**src/design/adc_trigger_map.vh**
```
// Register map, field positions, reset values and codes of the converter control block.
// Assumes inclusion by bare name from the design files; definitions only.
`ifndef ADC_TRIGGER_MAP_VH
`define ADC_TRIGGER_MAP_VH

// Word indices of the registers; byte address is four times the index.
`define W_TRIG     7'h00
`define W_ACC      7'h01
`define W_CTL      7'h02
`define W_MASK_A   7'h03
`define W_MASK_B   7'h04
`define W_STAT     7'h05
`define W_IEN      7'h06
`define W_RING_EN  7'h07
`define W_RING_PTR 7'h08
`define W_ENGINE   7'h09
`define W_SAMP     7'h10
`define W_SAMP_END 7'h1B
`define W_RES      7'h20
`define W_RES_END  7'h3A
`define W_RING     7'h40
`define W_RING_END 7'h4F

// Trigger select fields.
`define TRIG_B_LSB 0
`define TRIG_B_MSB 5
`define TRIG_A_LSB 8
`define TRIG_A_MSB 13

// Accumulation control fields.
`define ACC_CNT_LSB 0
`define ACC_CNT_MSB 2
`define ACC_AVG_BIT 7

// Control register fields.
`define CTL_MODE_LSB 0
`define CTL_MODE_MSB 1
`define CTL_PRIO_BIT 2
`define CTL_RESCAN_BIT 3
`define CTL_DLVL_LSB 4
`define CTL_DLVL_MSB 5
`define CTL_DMODE_BIT 6
`define CTL_DEN_BIT 7
`define CTL_SWST_BIT 8

// Interrupt status bits.
`define ST_SCAN_END 0
`define ST_GB_END   1

// Reset values.
`define TRIG_RST 16'h3F3F
`define ACC_RST  8'h00
`define CTL_RST  9'h000
`define SAMP_RST 8'h0D

// Trigger select codes.
`define CODE_EXT       6'h00
`define CODE_TMR_FIRST 6'h01
`define CODE_TMR_LAST  6'h08
`define CODE_LINK      6'h09
`define CODE_NONE      6'h3F

// Scan modes.
`define MODE_SINGLE 2'h0
`define MODE_GROUP  2'h1
`define MODE_CONT   2'h2

// Implemented channel indices 0..8, 16..21, 24..26.
`define CH_IMPL 27'h73F_01FF
`define CH_LAST 5'h1A
`define CH_SAMP_LAST 5'h08
`define SAMP_L_IDX 4'h9

// Bus responses.
`define RESP_OKAY   2'h0
`define RESP_SLVERR 2'h2

`endif

```
**src/design/adc_trigger_select_control.v**
```verilog
// Digital control of a 12-bit converter: trigger selection, scan engine, results.
// Assumes an analog core that converts on conv_start and answers with conv_done.
//
// Contract
// - Group B trigger field sits at bits 5:0.
// - Group A trigger field sits at bits 13:8.
// - All-ones code means no source, ignore events.
// - Group A code zero starts on pin edge.
// - Codes 1..8 select the eight timer events.
// - Code 9 selects the event link start.
// - Three-bit addition count; zero means single conversion.
// - Average enable reports mean instead of sum.
// - Sixteen ring entries, ring enable, ring pointer.
// - Sampling time registers for 0-8, L, T, O; the engine uses L for every channel above 8, so T and O never apply.
// - Self-test level, mode and enable controls.
// - Group A priority aborts group B, optional rescan.
// - Group A and group B scan-end interrupts.
//
// Our own choices: register access over AXI4-Lite and the register addresses.
`timescale 1ns/10ps
`default_nettype none
`include "adc_trigger_map.vh"
module adc_trigger_select_control (
  // Clock and reset.
  input  wire        clock,
  input  wire        nrst,
  // AXI4-Lite write channels.
  input  wire [8:0]  awaddr,
  input  wire        awvalid,
  output wire        awready,
  input  wire [31:0] wdata,
  input  wire [3:0]  wstrb,
  input  wire        wvalid,
  output wire        wready,
  output wire [1:0]  bresp,
  output wire        bvalid,
  input  wire        bready,
  // AXI4-Lite read channels.
  input  wire [8:0]  araddr,
  input  wire        arvalid,
  output wire        arready,
  output wire [31:0] rdata,
  output wire [1:0]  rresp,
  output wire        rvalid,
  input  wire        rready,
  // Start sources.
  input  wire        timer0_compare_a_event,
  input  wire        timer0_compare_b_event,
  input  wire        common_timer_event,
  input  wire        timer0_compare_e_event,
  input  wire        timer0_compare_f_event,
  input  wire        timer4_a_event,
  input  wire        timer4_b_event,
  input  wire        timer4_a_or_b_event,
  input  wire        event_link_start,
  input  wire        external_start_pin_n,
  // Analog core.
  output wire        conv_start,
  output wire        conv_abort,
  output wire [4:0]  conv_channel,
  output wire [7:0]  conv_sample_states,
  output wire [1:0]  selftest_level_select,
  output wire        selftest_mode_select,
  output wire        selftest_enable,
  input  wire        conv_done,
  input  wire [11:0] conv_result,
  // Interrupts.
  output wire        scan_end_irq,
  output wire        group_b_scan_end_irq,
  output wire        irq
);

  localparam [2:0] S_IDLE  = 3'h0;
  localparam [2:0] S_FIND  = 3'h1;
  localparam [2:0] S_CONV  = 3'h2;
  localparam [2:0] S_WAIT  = 3'h3;
  localparam [2:0] S_STORE = 3'h4;
  localparam [2:0] S_DONE  = 3'h5;

  // Bus handshake state.
  reg        awready_q, wready_q, bvalid_q, arready_q, rvalid_q;
  reg        aw_full_q, w_full_q;
  reg [8:0]  awaddr_q;
  reg [31:0] wdata_q, rdata_q;
  reg [3:0]  wstrb_q;
  reg [1:0]  bresp_q, rresp_q;

  // Software registers.
  reg [15:0] trig_q;
  reg [7:0]  acc_ctl_q;
  reg [8:0]  ctl_q;
  reg [26:0] mask_a_q, mask_b_q;
  reg [1:0]  stat_q, ien_q;
  reg        ring_en_q;
  reg [3:0]  ring_ptr_q;
  reg        ring_wrap_q;
  reg [7:0]  samp_q [0:11];
  reg [15:0] res_q  [0:26];
  reg [15:0] ring_q [0:15];

  // Scan engine state.
  reg [2:0]  state_q;
  reg        grp_q, pend_b_q;
  reg [4:0]  ch_q;
  reg [2:0]  rep_q;
  reg [14:0] acc_q;
  reg [26:0] scan_mask_q;
  reg        conv_start_q, conv_abort_q, scan_end_q, gb_end_q, irq_q;
  reg [4:0]  conv_channel_q;
  reg [7:0]  conv_samp_q;

  // Pin synchroniser.
  reg        pin_s1_q, pin_s2_q, pin_s3_q, pin_lvl_q;

  integer i;

  // Register read view, shared by the read channel and the byte-lane merge on writes.
  function [32:0] rd_word;
    input [8:0] a;
    reg [6:0] w;
    reg [6:0] o;
    begin
      w = a[8:2];
      rd_word = {1'b1, 32'h0000_0000};
      o = 7'h00;
      case (w)
        `W_TRIG:     rd_word[15:0] = trig_q;
        `W_ACC:      rd_word[7:0] = acc_ctl_q;
        `W_CTL:      rd_word[7:0] = ctl_q[7:0];
        `W_MASK_A:   rd_word[26:0] = mask_a_q;
        `W_MASK_B:   rd_word[26:0] = mask_b_q;
        `W_STAT:     rd_word[1:0] = stat_q;
        `W_IEN:      rd_word[1:0] = ien_q;
        `W_RING_EN:  rd_word[0] = ring_en_q;
        `W_RING_PTR: rd_word[4:0] = {ring_wrap_q, ring_ptr_q};
        `W_ENGINE:   rd_word[12:0] = {pend_b_q, grp_q, ch_q, 3'h0, state_q};
        default: begin
          if (w >= `W_SAMP && w <= `W_SAMP_END) begin
            o = w - `W_SAMP;
            rd_word[7:0] = samp_q[o[3:0]];
          end else if (w >= `W_RES && w <= `W_RES_END) begin
            o = w - `W_RES;
            rd_word[15:0] = res_q[o[4:0]];
            rd_word[32] = |(`CH_IMPL & (27'h1 << o[4:0]));
          end else if (w >= `W_RING && w <= `W_RING_END) begin
            o = w - `W_RING;
            rd_word[15:0] = ring_q[o[3:0]];
          end else begin
            rd_word[32] = 1'b0;
          end
        end
      endcase
    end
  endfunction

  // Write side: strobes merge new bytes over the present value.
  wire        do_write = aw_full_q & w_full_q & ~bvalid_q;
  wire [32:0] wr_old   = rd_word(awaddr_q);
  wire [31:0] bm       = {{8{wstrb_q[3]}}, {8{wstrb_q[2]}}, {8{wstrb_q[1]}}, {8{wstrb_q[0]}}};
  wire [31:0] wr_val   = (wr_old[31:0] & ~bm) | (wdata_q & bm);
  wire [31:0] wr_ones  = wdata_q & bm;
  wire [6:0]  wr_w     = awaddr_q[8:2];
  wire [6:0]  wr_so    = wr_w - `W_SAMP;
  wire [6:0]  wr_mode  = wr_w;
  wire [32:0] rd_now   = rd_word(araddr);

  // Write and read channels; an answer follows one cycle after both halves are held.
  always @(posedge clock or negedge nrst) begin
    if (!nrst) begin
      awready_q <= 1'b1;
      wready_q  <= 1'b1;
      arready_q <= 1'b1;
      bvalid_q  <= 1'b0;
      rvalid_q  <= 1'b0;
      aw_full_q <= 1'b0;
      w_full_q  <= 1'b0;
      awaddr_q  <= 9'h000;
      wdata_q   <= 32'h0000_0000;
      wstrb_q   <= 4'h0;
      rdata_q   <= 32'h0000_0000;
      bresp_q   <= `RESP_OKAY;
      rresp_q   <= `RESP_OKAY;
    end else begin
      if (awvalid && awready_q) begin
        aw_full_q <= 1'b1;
        awaddr_q  <= awaddr;
        awready_q <= 1'b0;
      end
      if (wvalid && wready_q) begin
        w_full_q <= 1'b1;
        wdata_q  <= wdata;
        wstrb_q  <= wstrb;
        wready_q <= 1'b0;
      end
      if (do_write) begin
        aw_full_q <= 1'b0;
        w_full_q  <= 1'b0;
        bvalid_q  <= 1'b1;
        bresp_q   <= wr_old[32] ? `RESP_OKAY : `RESP_SLVERR;
      end
      if (bvalid_q && bready) begin
        bvalid_q  <= 1'b0;
        awready_q <= 1'b1;
        wready_q  <= 1'b1;
      end
      if (arvalid && arready_q) begin
        arready_q <= 1'b0;
        rvalid_q  <= 1'b1;
        rdata_q   <= rd_now[31:0];
        rresp_q   <= rd_now[32] ? `RESP_OKAY : `RESP_SLVERR;
      end
      if (rvalid_q && rready) begin
        rvalid_q  <= 1'b0;
        arready_q <= 1'b1;
      end
    end
  end

  // Pin passes three stages; a level change counts once stages two and three agree.
  always @(posedge clock or negedge nrst) begin
    if (!nrst) begin
      pin_s1_q  <= 1'b1;
      pin_s2_q  <= 1'b1;
      pin_s3_q  <= 1'b1;
      pin_lvl_q <= 1'b1;
    end else begin
      pin_s1_q <= external_start_pin_n;
      pin_s2_q <= pin_s1_q;
      pin_s3_q <= pin_s2_q;
      if (pin_s2_q == pin_s3_q) begin
        pin_lvl_q <= pin_s3_q;
      end
    end
  end

  // The pin is active low, so a falling settled level is the start edge.
  wire pin_edge = pin_lvl_q & ~pin_s3_q & (pin_s2_q == pin_s3_q);

  wire [7:0] tmr_ev = {timer4_a_or_b_event, timer4_b_event, timer4_a_event,
                       timer0_compare_f_event, timer0_compare_e_event,
                       common_timer_event, timer0_compare_b_event, timer0_compare_a_event};
  wire trig_a;
  wire trig_b;

  // Group A may use the pin; group B has no pin code.
  trigger_source_decode #(.ALLOW_EXT(1'b1)) u_dec_a (
    .code         (trig_q[`TRIG_A_MSB:`TRIG_A_LSB]),
    .timer_events (tmr_ev),
    .event_link   (event_link_start),
    .ext_edge     (pin_edge),
    .start        (trig_a)
  );

  trigger_source_decode #(.ALLOW_EXT(1'b0)) u_dec_b (
    .code         (trig_q[`TRIG_B_MSB:`TRIG_B_LSB]),
    .timer_events (tmr_ev),
    .event_link   (event_link_start),
    .ext_edge     (1'b0),
    .start        (trig_b)
  );

  // Start requests and helpers for the engine.
  wire [1:0]  mode     = ctl_q[`CTL_MODE_MSB:`CTL_MODE_LSB];
  wire        grp_mode = (mode == `MODE_GROUP);
  wire        sw_start = do_write & (wr_mode == `W_CTL) & wr_ones[`CTL_SWST_BIT];
  wire        req_a    = trig_a | sw_start;
  wire        req_b    = grp_mode & trig_b;
  wire [2:0]  acc_cnt  = acc_ctl_q[`ACC_CNT_MSB:`ACC_CNT_LSB];
  wire [3:0]  n_div    = {1'b0, acc_cnt} + 4'h1;
  wire [14:0] avg_val  = acc_q / {11'h000, n_div};
  wire [15:0] res_val  = {1'b0, acc_ctl_q[`ACC_AVG_BIT] ? avg_val : acc_q};
  wire [1:0]  st_set   = {gb_end_d(state_q, grp_q), sc_end_d(state_q, grp_q)};
  wire [1:0]  st_clr   = (do_write && wr_w == `W_STAT) ? wr_ones[1:0] : 2'h0;
  wire [1:0]  stat_d   = (stat_q & ~st_clr) | st_set;
  wire [3:0]  samp_idx = (ch_q <= `CH_SAMP_LAST) ? ch_q[3:0] : `SAMP_L_IDX;

  function sc_end_d;
    input [2:0] s;
    input       g;
    sc_end_d = (s == S_DONE) & ~g;
  endfunction

  function gb_end_d;
    input [2:0] s;
    input       g;
    gb_end_d = (s == S_DONE) & g;
  endfunction

  // Registers, scan engine and interrupt flags share one process since both sides write them.
  always @(posedge clock or negedge nrst) begin
    if (!nrst) begin
      trig_q      <= `TRIG_RST;
      acc_ctl_q   <= `ACC_RST;
      ctl_q       <= `CTL_RST;
      mask_a_q    <= 27'h000_0000;
      mask_b_q    <= 27'h000_0000;
      stat_q      <= 2'h0;
      ien_q       <= 2'h0;
      ring_en_q   <= 1'b0;
      ring_ptr_q  <= 4'h0;
      ring_wrap_q <= 1'b0;
      for (i = 0; i < 12; i = i + 1) samp_q[i] <= `SAMP_RST;
      for (i = 0; i < 27; i = i + 1) res_q[i] <= 16'h0000;
      for (i = 0; i < 16; i = i + 1) ring_q[i] <= 16'h0000;
      state_q        <= S_IDLE;
      grp_q          <= 1'b0;
      pend_b_q       <= 1'b0;
      ch_q           <= 5'h00;
      rep_q          <= 3'h0;
      acc_q          <= 15'h0000;
      scan_mask_q    <= 27'h000_0000;
      conv_start_q   <= 1'b0;
      conv_abort_q   <= 1'b0;
      conv_channel_q <= 5'h00;
      conv_samp_q    <= 8'h00;
      scan_end_q     <= 1'b0;
      gb_end_q       <= 1'b0;
      irq_q          <= 1'b0;
    end else begin
      conv_start_q <= 1'b0;
      conv_abort_q <= 1'b0;
      scan_end_q   <= st_set[`ST_SCAN_END];
      gb_end_q     <= st_set[`ST_GB_END];
      // A flag set in the same cycle as its clear stays set.
      stat_q <= stat_d;
      irq_q  <= |(stat_d & ien_q);

      // Software writes.
      if (do_write) begin
        case (wr_w)
          `W_TRIG:     trig_q <= wr_val[15:0];
          `W_ACC:      acc_ctl_q <= {wr_val[`ACC_AVG_BIT], 4'h0, wr_val[2:0]};
          `W_CTL:      ctl_q <= {1'b0, wr_val[7:0]};
          `W_MASK_A:   mask_a_q <= wr_val[26:0] & `CH_IMPL;
          `W_MASK_B:   mask_b_q <= wr_val[26:0] & `CH_IMPL;
          `W_IEN:      ien_q <= wr_val[1:0];
          `W_RING_EN:  ring_en_q <= wr_val[0];
          default: begin
            if (wr_w >= `W_SAMP && wr_w <= `W_SAMP_END) begin
              samp_q[wr_so[3:0]] <= wr_val[7:0];
            end
          end
        endcase
      end

      // Scan engine.
      case (state_q)
        S_IDLE: begin
          if (req_a) begin
            state_q <= S_FIND; grp_q <= 1'b0; ch_q <= 5'h00; scan_mask_q <= mask_a_q;
          end else if (req_b || pend_b_q) begin
            state_q <= S_FIND; grp_q <= 1'b1; ch_q <= 5'h00; scan_mask_q <= mask_b_q;
            pend_b_q <= 1'b0;
          end
        end
        S_FIND: begin
          rep_q <= 3'h0;
          acc_q <= 15'h0000;
          if (scan_mask_q[ch_q]) begin
            state_q <= S_CONV;
          end else if (ch_q == `CH_LAST) begin
            state_q <= S_DONE;
          end else begin
            ch_q <= ch_q + 5'h01;
          end
        end
        S_CONV: begin
          conv_start_q   <= 1'b1;
          conv_channel_q <= ch_q;
          conv_samp_q    <= samp_q[samp_idx];
          state_q        <= S_WAIT;
        end
        S_WAIT: begin
          if (conv_done) begin
            acc_q <= acc_q + {3'h0, conv_result};
            if (rep_q == acc_cnt) begin
              state_q <= S_STORE;
            end else begin
              rep_q   <= rep_q + 3'h1;
              state_q <= S_CONV;
            end
          end
        end
        S_STORE: begin
          res_q[ch_q] <= res_val;
          if (ring_en_q) begin
            ring_q[ring_ptr_q] <= res_val;
            ring_ptr_q <= ring_ptr_q + 4'h1;
            if (ring_ptr_q == 4'hF) ring_wrap_q <= 1'b1;
          end
          if (ch_q == `CH_LAST) begin
            state_q <= S_DONE;
          end else begin
            ch_q    <= ch_q + 5'h01;
            state_q <= S_FIND;
          end
        end
        S_DONE: begin
          if (mode == `MODE_CONT && !grp_q) begin
            state_q <= S_FIND; ch_q <= 5'h00; scan_mask_q <= mask_a_q;
          end else begin
            state_q <= S_IDLE;
          end
        end
        default: state_q <= S_IDLE;
      endcase

      // A group A request preempts a running group B scan.
      if (grp_mode && ctl_q[`CTL_PRIO_BIT] && grp_q && req_a && state_q != S_IDLE &&
          state_q != S_DONE) begin
        conv_abort_q <= (state_q == S_WAIT);
        state_q      <= S_FIND;
        grp_q        <= 1'b0;
        ch_q         <= 5'h00;
        scan_mask_q  <= mask_a_q;
        pend_b_q     <= ctl_q[`CTL_RESCAN_BIT];
      end

      // Pointer writes by software win over the engine's advance.
      if (do_write && wr_w == `W_RING_PTR) begin
        ring_ptr_q  <= wr_val[3:0];
        ring_wrap_q <= 1'b0;
      end
    end
  end

  // Port drives.
  assign awready               = awready_q;
  assign wready                = wready_q;
  assign bvalid                = bvalid_q;
  assign bresp                 = bresp_q;
  assign arready               = arready_q;
  assign rvalid                = rvalid_q;
  assign rdata                 = rdata_q;
  assign rresp                 = rresp_q;
  assign conv_start            = conv_start_q;
  assign conv_abort            = conv_abort_q;
  assign conv_channel          = conv_channel_q;
  assign conv_sample_states    = conv_samp_q;
  assign selftest_level_select = ctl_q[`CTL_DLVL_MSB:`CTL_DLVL_LSB];
  assign selftest_mode_select  = ctl_q[`CTL_DMODE_BIT];
  assign selftest_enable       = ctl_q[`CTL_DEN_BIT];
  assign scan_end_irq          = scan_end_q;
  assign group_b_scan_end_irq  = gb_end_q;
  assign irq                   = irq_q;

endmodule
`default_nettype wire

```
**src/design/trigger_source_decode.v**
```verilog
// Decodes one six-bit start trigger select field into a start pulse.
// Assumes all event inputs are single-cycle pulses on the same clock.
`timescale 1ns/10ps
`default_nettype none
`include "adc_trigger_map.vh"
module trigger_source_decode #(
  parameter [0:0] ALLOW_EXT = 1'b0
) (
  // Select field.
  input  wire [5:0] code,
  // Event sources.
  input  wire [7:0] timer_events,
  input  wire       event_link,
  input  wire       ext_edge,
  // Result.
  output reg        start
);

  wire [5:0] tmr_idx = code - `CODE_TMR_FIRST;

  // Only the listed codes pass an event; anything else behaves as no source.
  always @* begin
    start = 1'b0;
    case (code)
      `CODE_EXT:  start = ALLOW_EXT & ext_edge;
      `CODE_LINK: start = event_link;
      `CODE_NONE: start = 1'b0;
      default: begin
        if (code >= `CODE_TMR_FIRST && code <= `CODE_TMR_LAST) begin
          start = timer_events[tmr_idx[2:0]];
        end else begin
          start = 1'b0;
        end
      end
    endcase
  end

endmodule
`default_nettype wire

```
**config.mk**
```make
export PLATFORM = sky130hd
export DESIGN_NAME = adc_trigger_select_control
export DESIGN_NICKNAME = d
export VERILOG_FILES = /design/src/design/adc_trigger_select_control.v /design/src/design/trigger_source_decode.v
export VERILOG_INCLUDE_DIRS = /design/src /design/src/design
export SDC_FILE = /design/constraint.sdc
export NUM_CORES = 2
export LEC_CHECK = 0
export ABC_AREA = 1
export BUFFER_PORTS_ARGS = -buffer_cell sky130_fd_sc_hd__buf_2
export CAP_MARGIN = 10
export CORE_UTILIZATION = 30
export CTS_CLUSTER_DIAMETER = 50
export DETAILED_ROUTE_END_ITERATION = 8
export PLACE_DENSITY = 0.51
export SLEW_MARGIN = 40
export SYNTH_ARGS = -nofsm -noshare
export SYNTH_HDL_FRONTEND = slang
export SYNTH_SLANG_ARGS = --single-unit
```
**constraint.sdc**
```tcl
create_clock -name clock -period 21.1 [get_ports clock]
set_input_delay 2.11 -clock clock [delete_from_list [all_inputs] [get_ports clock]]
set_output_delay 2.11 -clock clock [all_outputs]
set_load 0.05 [all_outputs]
```
== Yosys cells after proc, flatten, opt, wreduce, memory -nomap -nowiden ==
Cells that the tools add are included.
Cells by class
  $add $sub $neg: 13
  div/mod/pow operators: 1
  $lt $le $gt $ge: 32
  equal/unequal tests: 42
  shift-type cells: 2
  mux-type cells: 133
  bitwise logic cells: 31
  reductions and logical operators: 80
Operators by type and width (number)
  bitwise mux 432 bit: 1
  bitwise mux 256 bit: 1
  2-to-1 mux 16 bit: 14
  binary-select mux 16 bit (select 5 bit): 2
  binary-select mux 16 bit (select 4 bit): 2
  2-to-1 mux 27 bit: 4
  binary-select mux 8 bit (select 4 bit): 3
  bitwise mux 96 bit: 1
  2-to-1 mux 8 bit: 11
  demux 16 bit (select 5 bit): 1
  demux 16 bit (select 4 bit): 1
  equality test 7 x 3 -> 1 bit, second input constant: 8
  AND 27 bit: 2
  case mux 27 bit (2 select lines): 1
  << shifter 1 x 5 -> 27 bit, first input constant: 2
  case mux 5 bit (5 select lines): 2
  case mux 3 bit (8 select lines): 2
  case mux 11 bit (2 select lines): 2
  2-to-1 mux 1 bit: 42
  case mux 3 bit (7 select lines): 2
  case mux 1 bit (10 select lines): 4
  OR reduction 18 bit: 2
  demux 8 bit (select 4 bit): 1
  >= comparator 5 bit, second input constant: 6
  other kinds (84): 217
Storage, ports and cells
  bits in registers: 1013
  logic and storage cells: 430

== Longest topological paths before layout ==
  depth in word-level cells: 12
  gate-level depth with buffers: 154

== Cells and area by module ==
Synthesis repeated with hierarchy kept, for this count alone.
Unflattened totals
  cell total of the unflattened synthesis: 6771
  area total of the unflattened synthesis: 52929.5 µm²
Modules (own cells, without submodules)
  adc_trigger_select_control: instances 1, cells each 6673, area an instance 52437.8 µm², seq. area each 23916.7 µm²
  trigger_source_decode (u_dec_b): instances 1, cells each 56, area an instance 287.8 µm², seq. area each 0.0 µm²
  trigger_source_decode (u_dec_a): instances 1, cells each 42, area an instance 203.9 µm², seq. area each 0.0 µm²

== Worst setup path before layout ==
OpenSTA, ideal clock, no wires.
  kind: flip-flop to flip-flop
  start: register acc_ctl_q[0]
  end: register ring_q[32] (netlist bit)
  data arrival time: 20.143 ns
  path slack: 0.839 ns
  cell stages (with the launch flop): 150
  clock period less this slack: 20.261 ns
  cells stage by stage: dfrtp_1 > ha_1 > inv_1 > nand2_1 > nand2_1 > nand3_1 > nand2_1 > nand2_1 > inv_1 > ha_1 > o21ai_0 > nand2_1 > nand2_2 > nand2_1 > and2_1 > ha_1 > nand2_1 > nand3b_1 > [... 114 more ...] > nand2_2 > nor2_4 > nand2_2 > nand2_1 > o21ai_0 > ha_1 > a21boi_0 > o21a_1 > o21ai_0 > nand3_1 > nand3b_1 > nor2_1 > nand3_1 > nor2_4 > nand3_4 > buf_6 > nand3_1 > nand2_1
On the way
  word-level cells in the longest chain between the ends: 4
Ends and longest elaborated chain
  from (decl): RTL line adc_trigger_select_control.v:90  | reg [7:0] acc_ctl_q;
  from (signal assigned): RTL line adc_trigger_select_control.v:293  | acc_ctl_q <= `ACC_RST;
  from (signal assigned): RTL line adc_trigger_select_control.v:332  | `W_ACC: acc_ctl_q <= {wr_val[`ACC_AVG_BIT], 4'h0, wr_val[2:0]};
  adder 3 x 1 -> 4 bit: RTL line adc_trigger_select_control.v:269  | wire [3:0] n_div = {1'b0, acc_cnt} + 4'h1;
  divider 15 x 4 -> 15 bit: RTL line adc_trigger_select_control.v:270  | wire [14:0] avg_val = acc_q / {11'h000, n_div};
  2-to-1 mux 15 bit: RTL line adc_trigger_select_control.v:271  | wire [15:0] res_val = {1'b0, acc_ctl_q[`ACC_AVG_BIT] ? avg_val : acc_q};
  bitwise mux 256 bit: RTL line adc_trigger_select_control.v:387  | ring_q[ring_ptr_q] <= res_val;
  to (signal, indexed assignment): RTL line adc_trigger_select_control.v:387
  to (decl): RTL line adc_trigger_select_control.v:99  | reg [15:0] ring_q [0:15];
No other way between the ends.
A chain may end at the register's enable or synchronous reset.

== Worst setup path in the final report ==
  start: register acc_ctl_q[0]
  end: register res_q[80] (netlist bit)
On the way
  word-level cells in the longest chain between the ends: 4
Ends and longest elaborated chain
  adder 3 x 1 -> 4 bit: RTL line adc_trigger_select_control.v:269
  divider 15 x 4 -> 15 bit: RTL line adc_trigger_select_control.v:270
  2-to-1 mux 15 bit: RTL line adc_trigger_select_control.v:271
  bitwise mux 432 bit: RTL line adc_trigger_select_control.v:385  | res_q[ch_q] <= res_val;
  to (signal, indexed assignment): RTL line adc_trigger_select_control.v:385
  to (decl): RTL line adc_trigger_select_control.v:98  | reg [15:0] res_q [0:26];
No other way between the ends.

==> flow_summary.json <==
{
  "route.detailed.drc": 0,
  "clk_pin_slew_worst_paths_ns": 0.06,
  "startpoint_type": "flip-flop",
  "h-tree-depth": 3,
  "endpoint_kind": "flip-flop",
  "max_freq_mhz": 51.79,
  "crit_arrival_ns": 19.97,
  "die_w_microns": 418.8,
  "clock_latency_ns": 0.78,
  "min_period_ns": 19.31,
  "slew_violations": 0,
  "syn_avg_cell_area_sq_um": 7.890,
  "finClkSkew_ns": 0.05866,
  "hpwl_microns": 141700,
  "wl_microns": 226300,
  "ys_ff_latch": 953,
  "grt_antenna_before_repair": 16,
  "postRouteAntennaNets": 0,
  "firstDrtPassIters": 6,
  "grtUsageTotal_pct": 25.16,
  "drive_gt1_share_pct": 11.73,
  "setup_violations": 0,
  "ys.flop_type": "dfrtp_1",
  "post-route-period-util_pct": 91.50,
  "cts_root_buf": "clkbuf_16",
  "slowest_delay_ns": 0.41,
  "coreArea_sq_mm": 0.1721,
  "ys_warn_count": 0,
  "crit_slowest_cell": "dfrtp_1",
  "cts_tree": "built",
  "async_flop_share_pct": 100.0,
  "critPathRequiredTime_ns": 21.76,
  "synth_cell_type_count": 70,
  "synth_edf_count": 0,
  "wire_per_inst_microns": 25.14,
  "grt_pass1_vias": 48010,
  "io_buffer_count": 126,
  "cts-hold-fix-buffers": 0,
  "cts_sinks": 953,
  "row_count": 152,
  "status": "complete, no violations",
  "fin_util_pct": 34.97,
  "vias_per_cell": 5.674,
  "layout.nets": 6747,
  "worstSetupPathType": "flip-flop to flip-flop",
  "critPathMaxFanout": 8,
  "io_pins": 147,
  "place.gp.congestion": 0.9492,
  "syn_to_final_growth_pct": 15.48,
  "grt_overflow_total": 0,
  "drt-initial-drc-count": 6078,
  "hold_viol": 0,
  "tightestPinTransition_ns": 1.199,
  "mappedNetlistArea_sq_mm": 0.05212,
  "die_h_microns": 418.8,
  "whs_ns": 0.3612,
  "cts_made_buffers": 119,
  "slew-limit-headroom_pct": 20.05,
  "start_util_pct": 30.28,
  "crit_top_cell": "nand2_1",
  "yosysSeqAreaShare_pct": 45.89,
  "grt_pass1_wl_microns": 329900,
  "syn_inst": 6606,
  "cts_buffer_depth": 3,
  "worstHoldPathType": "flip-flop to flip-flop",
  "num_vias": 51070,
  "n_fill_cell": 17990,
  "cap_violations": 0,
  "grt_max_degree": 150,
  "die_area_sq_mm": 0.1754
}
[area by class of cell]
class                      instances  area [sq um]  share of cell area [%]
antenna                            7         17.52                 0.02910
clock buffer                     167          3410                   5.665
clock inverter                    60         739.5                   1.229
inverter                         592          2243                   3.727
multi-input combinational       4595         24660                   40.97
sequential                       953         23920                   39.74
tap                             2310          2890                   4.802
timing repair buffer             317          2313                   3.844
[stage by stage]
stage / TNS (ns) / setup slack (ns) / cells / instance area, sq um
finish: 0 / 1.793 / 9001 / 60190
global route: -1.063 / -0.07340 / 8994 / 60170
CTS: 0 / 0.005720 / 8967 / 59630
detailed placement: -2.834 / -0.09219 / 8734 / 55400
global placement: 0 / 0.1657 / 8728 / 55260
floorplan: 0 / 0.8392 / 6614 / 52150
[sequential cells by signal, summed over array words and instances (netlist names), 5 cells and up]
name / flops
acc_q: 15
awaddr_q: 7
ch_q: 5
conv_channel: 5
conv_sample_states: 8
ctl_q: 8
mask_a_q: 18
mask_b_q: 18
rdata: 25
res_q: 405
ring_q: 240
samp_q: 96
scan_mask_q: 18
trig_q: 16
wdata_q: 25
[synthesized netlist by cell type, types with 9 or more instances]
cell,number,area [sq um]
a21oi_1,124,620.6
a221oi_1,75,656.9
a22oi_1,140,1051
a31oi_1,26,162.7
buf_1,63,236.5
buf_2,44,220.2
buf_4,23,172.7
clkbuf_1,345,1295
clkinv_1,16,60.06
dfrtp_1,898,22470
dfstp_2,55,1445
ha_1,84,1051
inv_1,558,2095
inv_2,18,67.56
nand2_1,1537,5769
nand2_2,21,131.4
nand3_1,197,986.0
nand3_2,11,110.1
nand3b_1,12,90.09
nand4_1,64,400.4
nor2_1,314,1179
nor2_2,13,81.33
nor3_1,31,155.2
o2111ai_1,23,201.4
o211ai_1,54,405.4
o21ai_0,1145,5731
o21ai_1,14,70.07
o21bai_1,9,67.56
o221ai_1,122,1069
o22ai_1,399,2496
o311ai_0,9,78.83
o31ai_1,12,90.09
o32ai_1,12,105.1
xnor2_1,14,122.6
xor2_1,18,157.7
[logic make-up after synthesis]
logic type	after synthesis	share of synthesized area, %
DFF	953	45.89
buffers and inverters	1072	8.064
AOI/OAI and AO/OA	2222	25.55
other	1	0.007195
adders and majority gates	85	2.055
xor gates and xnor gates	32	0.5377
and+or+nand+nor	2240	17.88
muxes	1	0.01921
[path summary, 6_finish.rpt]
path / start / depth (start not counted) / slack (ns) / endpoint
setup / recovery: acc_ctl_q[0] / 149 / 1.79 / res_q[80]
setup reg to reg: acc_ctl_q[0] / 149 / 1.79 / res_q[80]
hold / removal: pin_s1_q / 0 / 0.36 / pin_s2_q
hold reg to reg: pin_s1_q / 0 / 0.36 / pin_s2_q
min in group asynchronous: nrst / 1 / 1.33 / bvalid
max in group asynchronous: nrst / 6 / 16.56 / res_q[147]
[layout by cell type, fill, tap and decap left out, types with 12 or more instances in the layout]
cell type | netlist | layout
a21oi_1 | 124 | 115
a221oi_1 | 75 | 74
a22oi_1 | 140 | 140
a31oi_1 | 26 | 26
buf_2 | 44 | 127
buf_4 | 23 | 166
bufinv_16 | 0 | 12
clkbuf_1 | 345 | 24
clkbuf_16 | 0 | 121
clkbuf_8 | 0 | 23
clkinv_1 | 16 | 14
clkinv_2 | 0 | 23
dfrtp_1 | 898 | 898
dfstp_2 | 55 | 55
ha_1 | 84 | 81
inv_1 | 558 | 530
inv_2 | 18 | 40
nand2_1 | 1537 | 1525
nand2_2 | 21 | 29
nand3_1 | 197 | 195
nand3_2 | 11 | 13
nand3_4 | 6 | 12
nand3b_1 | 12 | 12
nand4_1 | 64 | 64
nor2_1 | 314 | 293
nor2_2 | 13 | 19
nor2_4 | 6 | 21
nor3_1 | 31 | 29
o2111ai_1 | 23 | 23
o211ai_1 | 54 | 54
o21ai_0 | 1145 | 1113
o21ai_1 | 14 | 21
o21ai_4 | 0 | 15
o221ai_1 | 122 | 122
o22ai_1 | 399 | 399
o31ai_1 | 12 | 12
o32ai_1 | 12 | 12
xnor2_1 | 14 | 14
xor2_1 | 18 | 18
[routing by layer]
layer | track usage [%] | vias up | part of all wire [%]
met3 | 5.985 | 522 | 10
met4 | 11.41 | 12 | 4.9
met1 | 35.00 | 24940 | 43
li1 | - | 22930 | -
met2 | 36.70 | 2670 | 42
met5 | 0 | - | 0.028
[worst max-delay path: cells and delay by family, from the launching register on]
family | cells | cell delay, ns
AO/OA/AOI/OAI | 33 | 4.26
flip-flops | 1 | 0.41
buffers and inverters | 22 | 2.23
adder cells (fa/ha/maj) | 15 | 4.32
AND/OR/NAND/NOR | 79 | 7.93
[repair_timing]
item	in CTS	in global routing
cloned	3	4
setup buffers	3	21
resized for setup	2	67
setup endpoints to repair	43	86
pin swaps	1	24
Power is left out: the tool's default activity adds up to more than one toggle a clock period on the data nets, which glitch-free logic cannot reach.
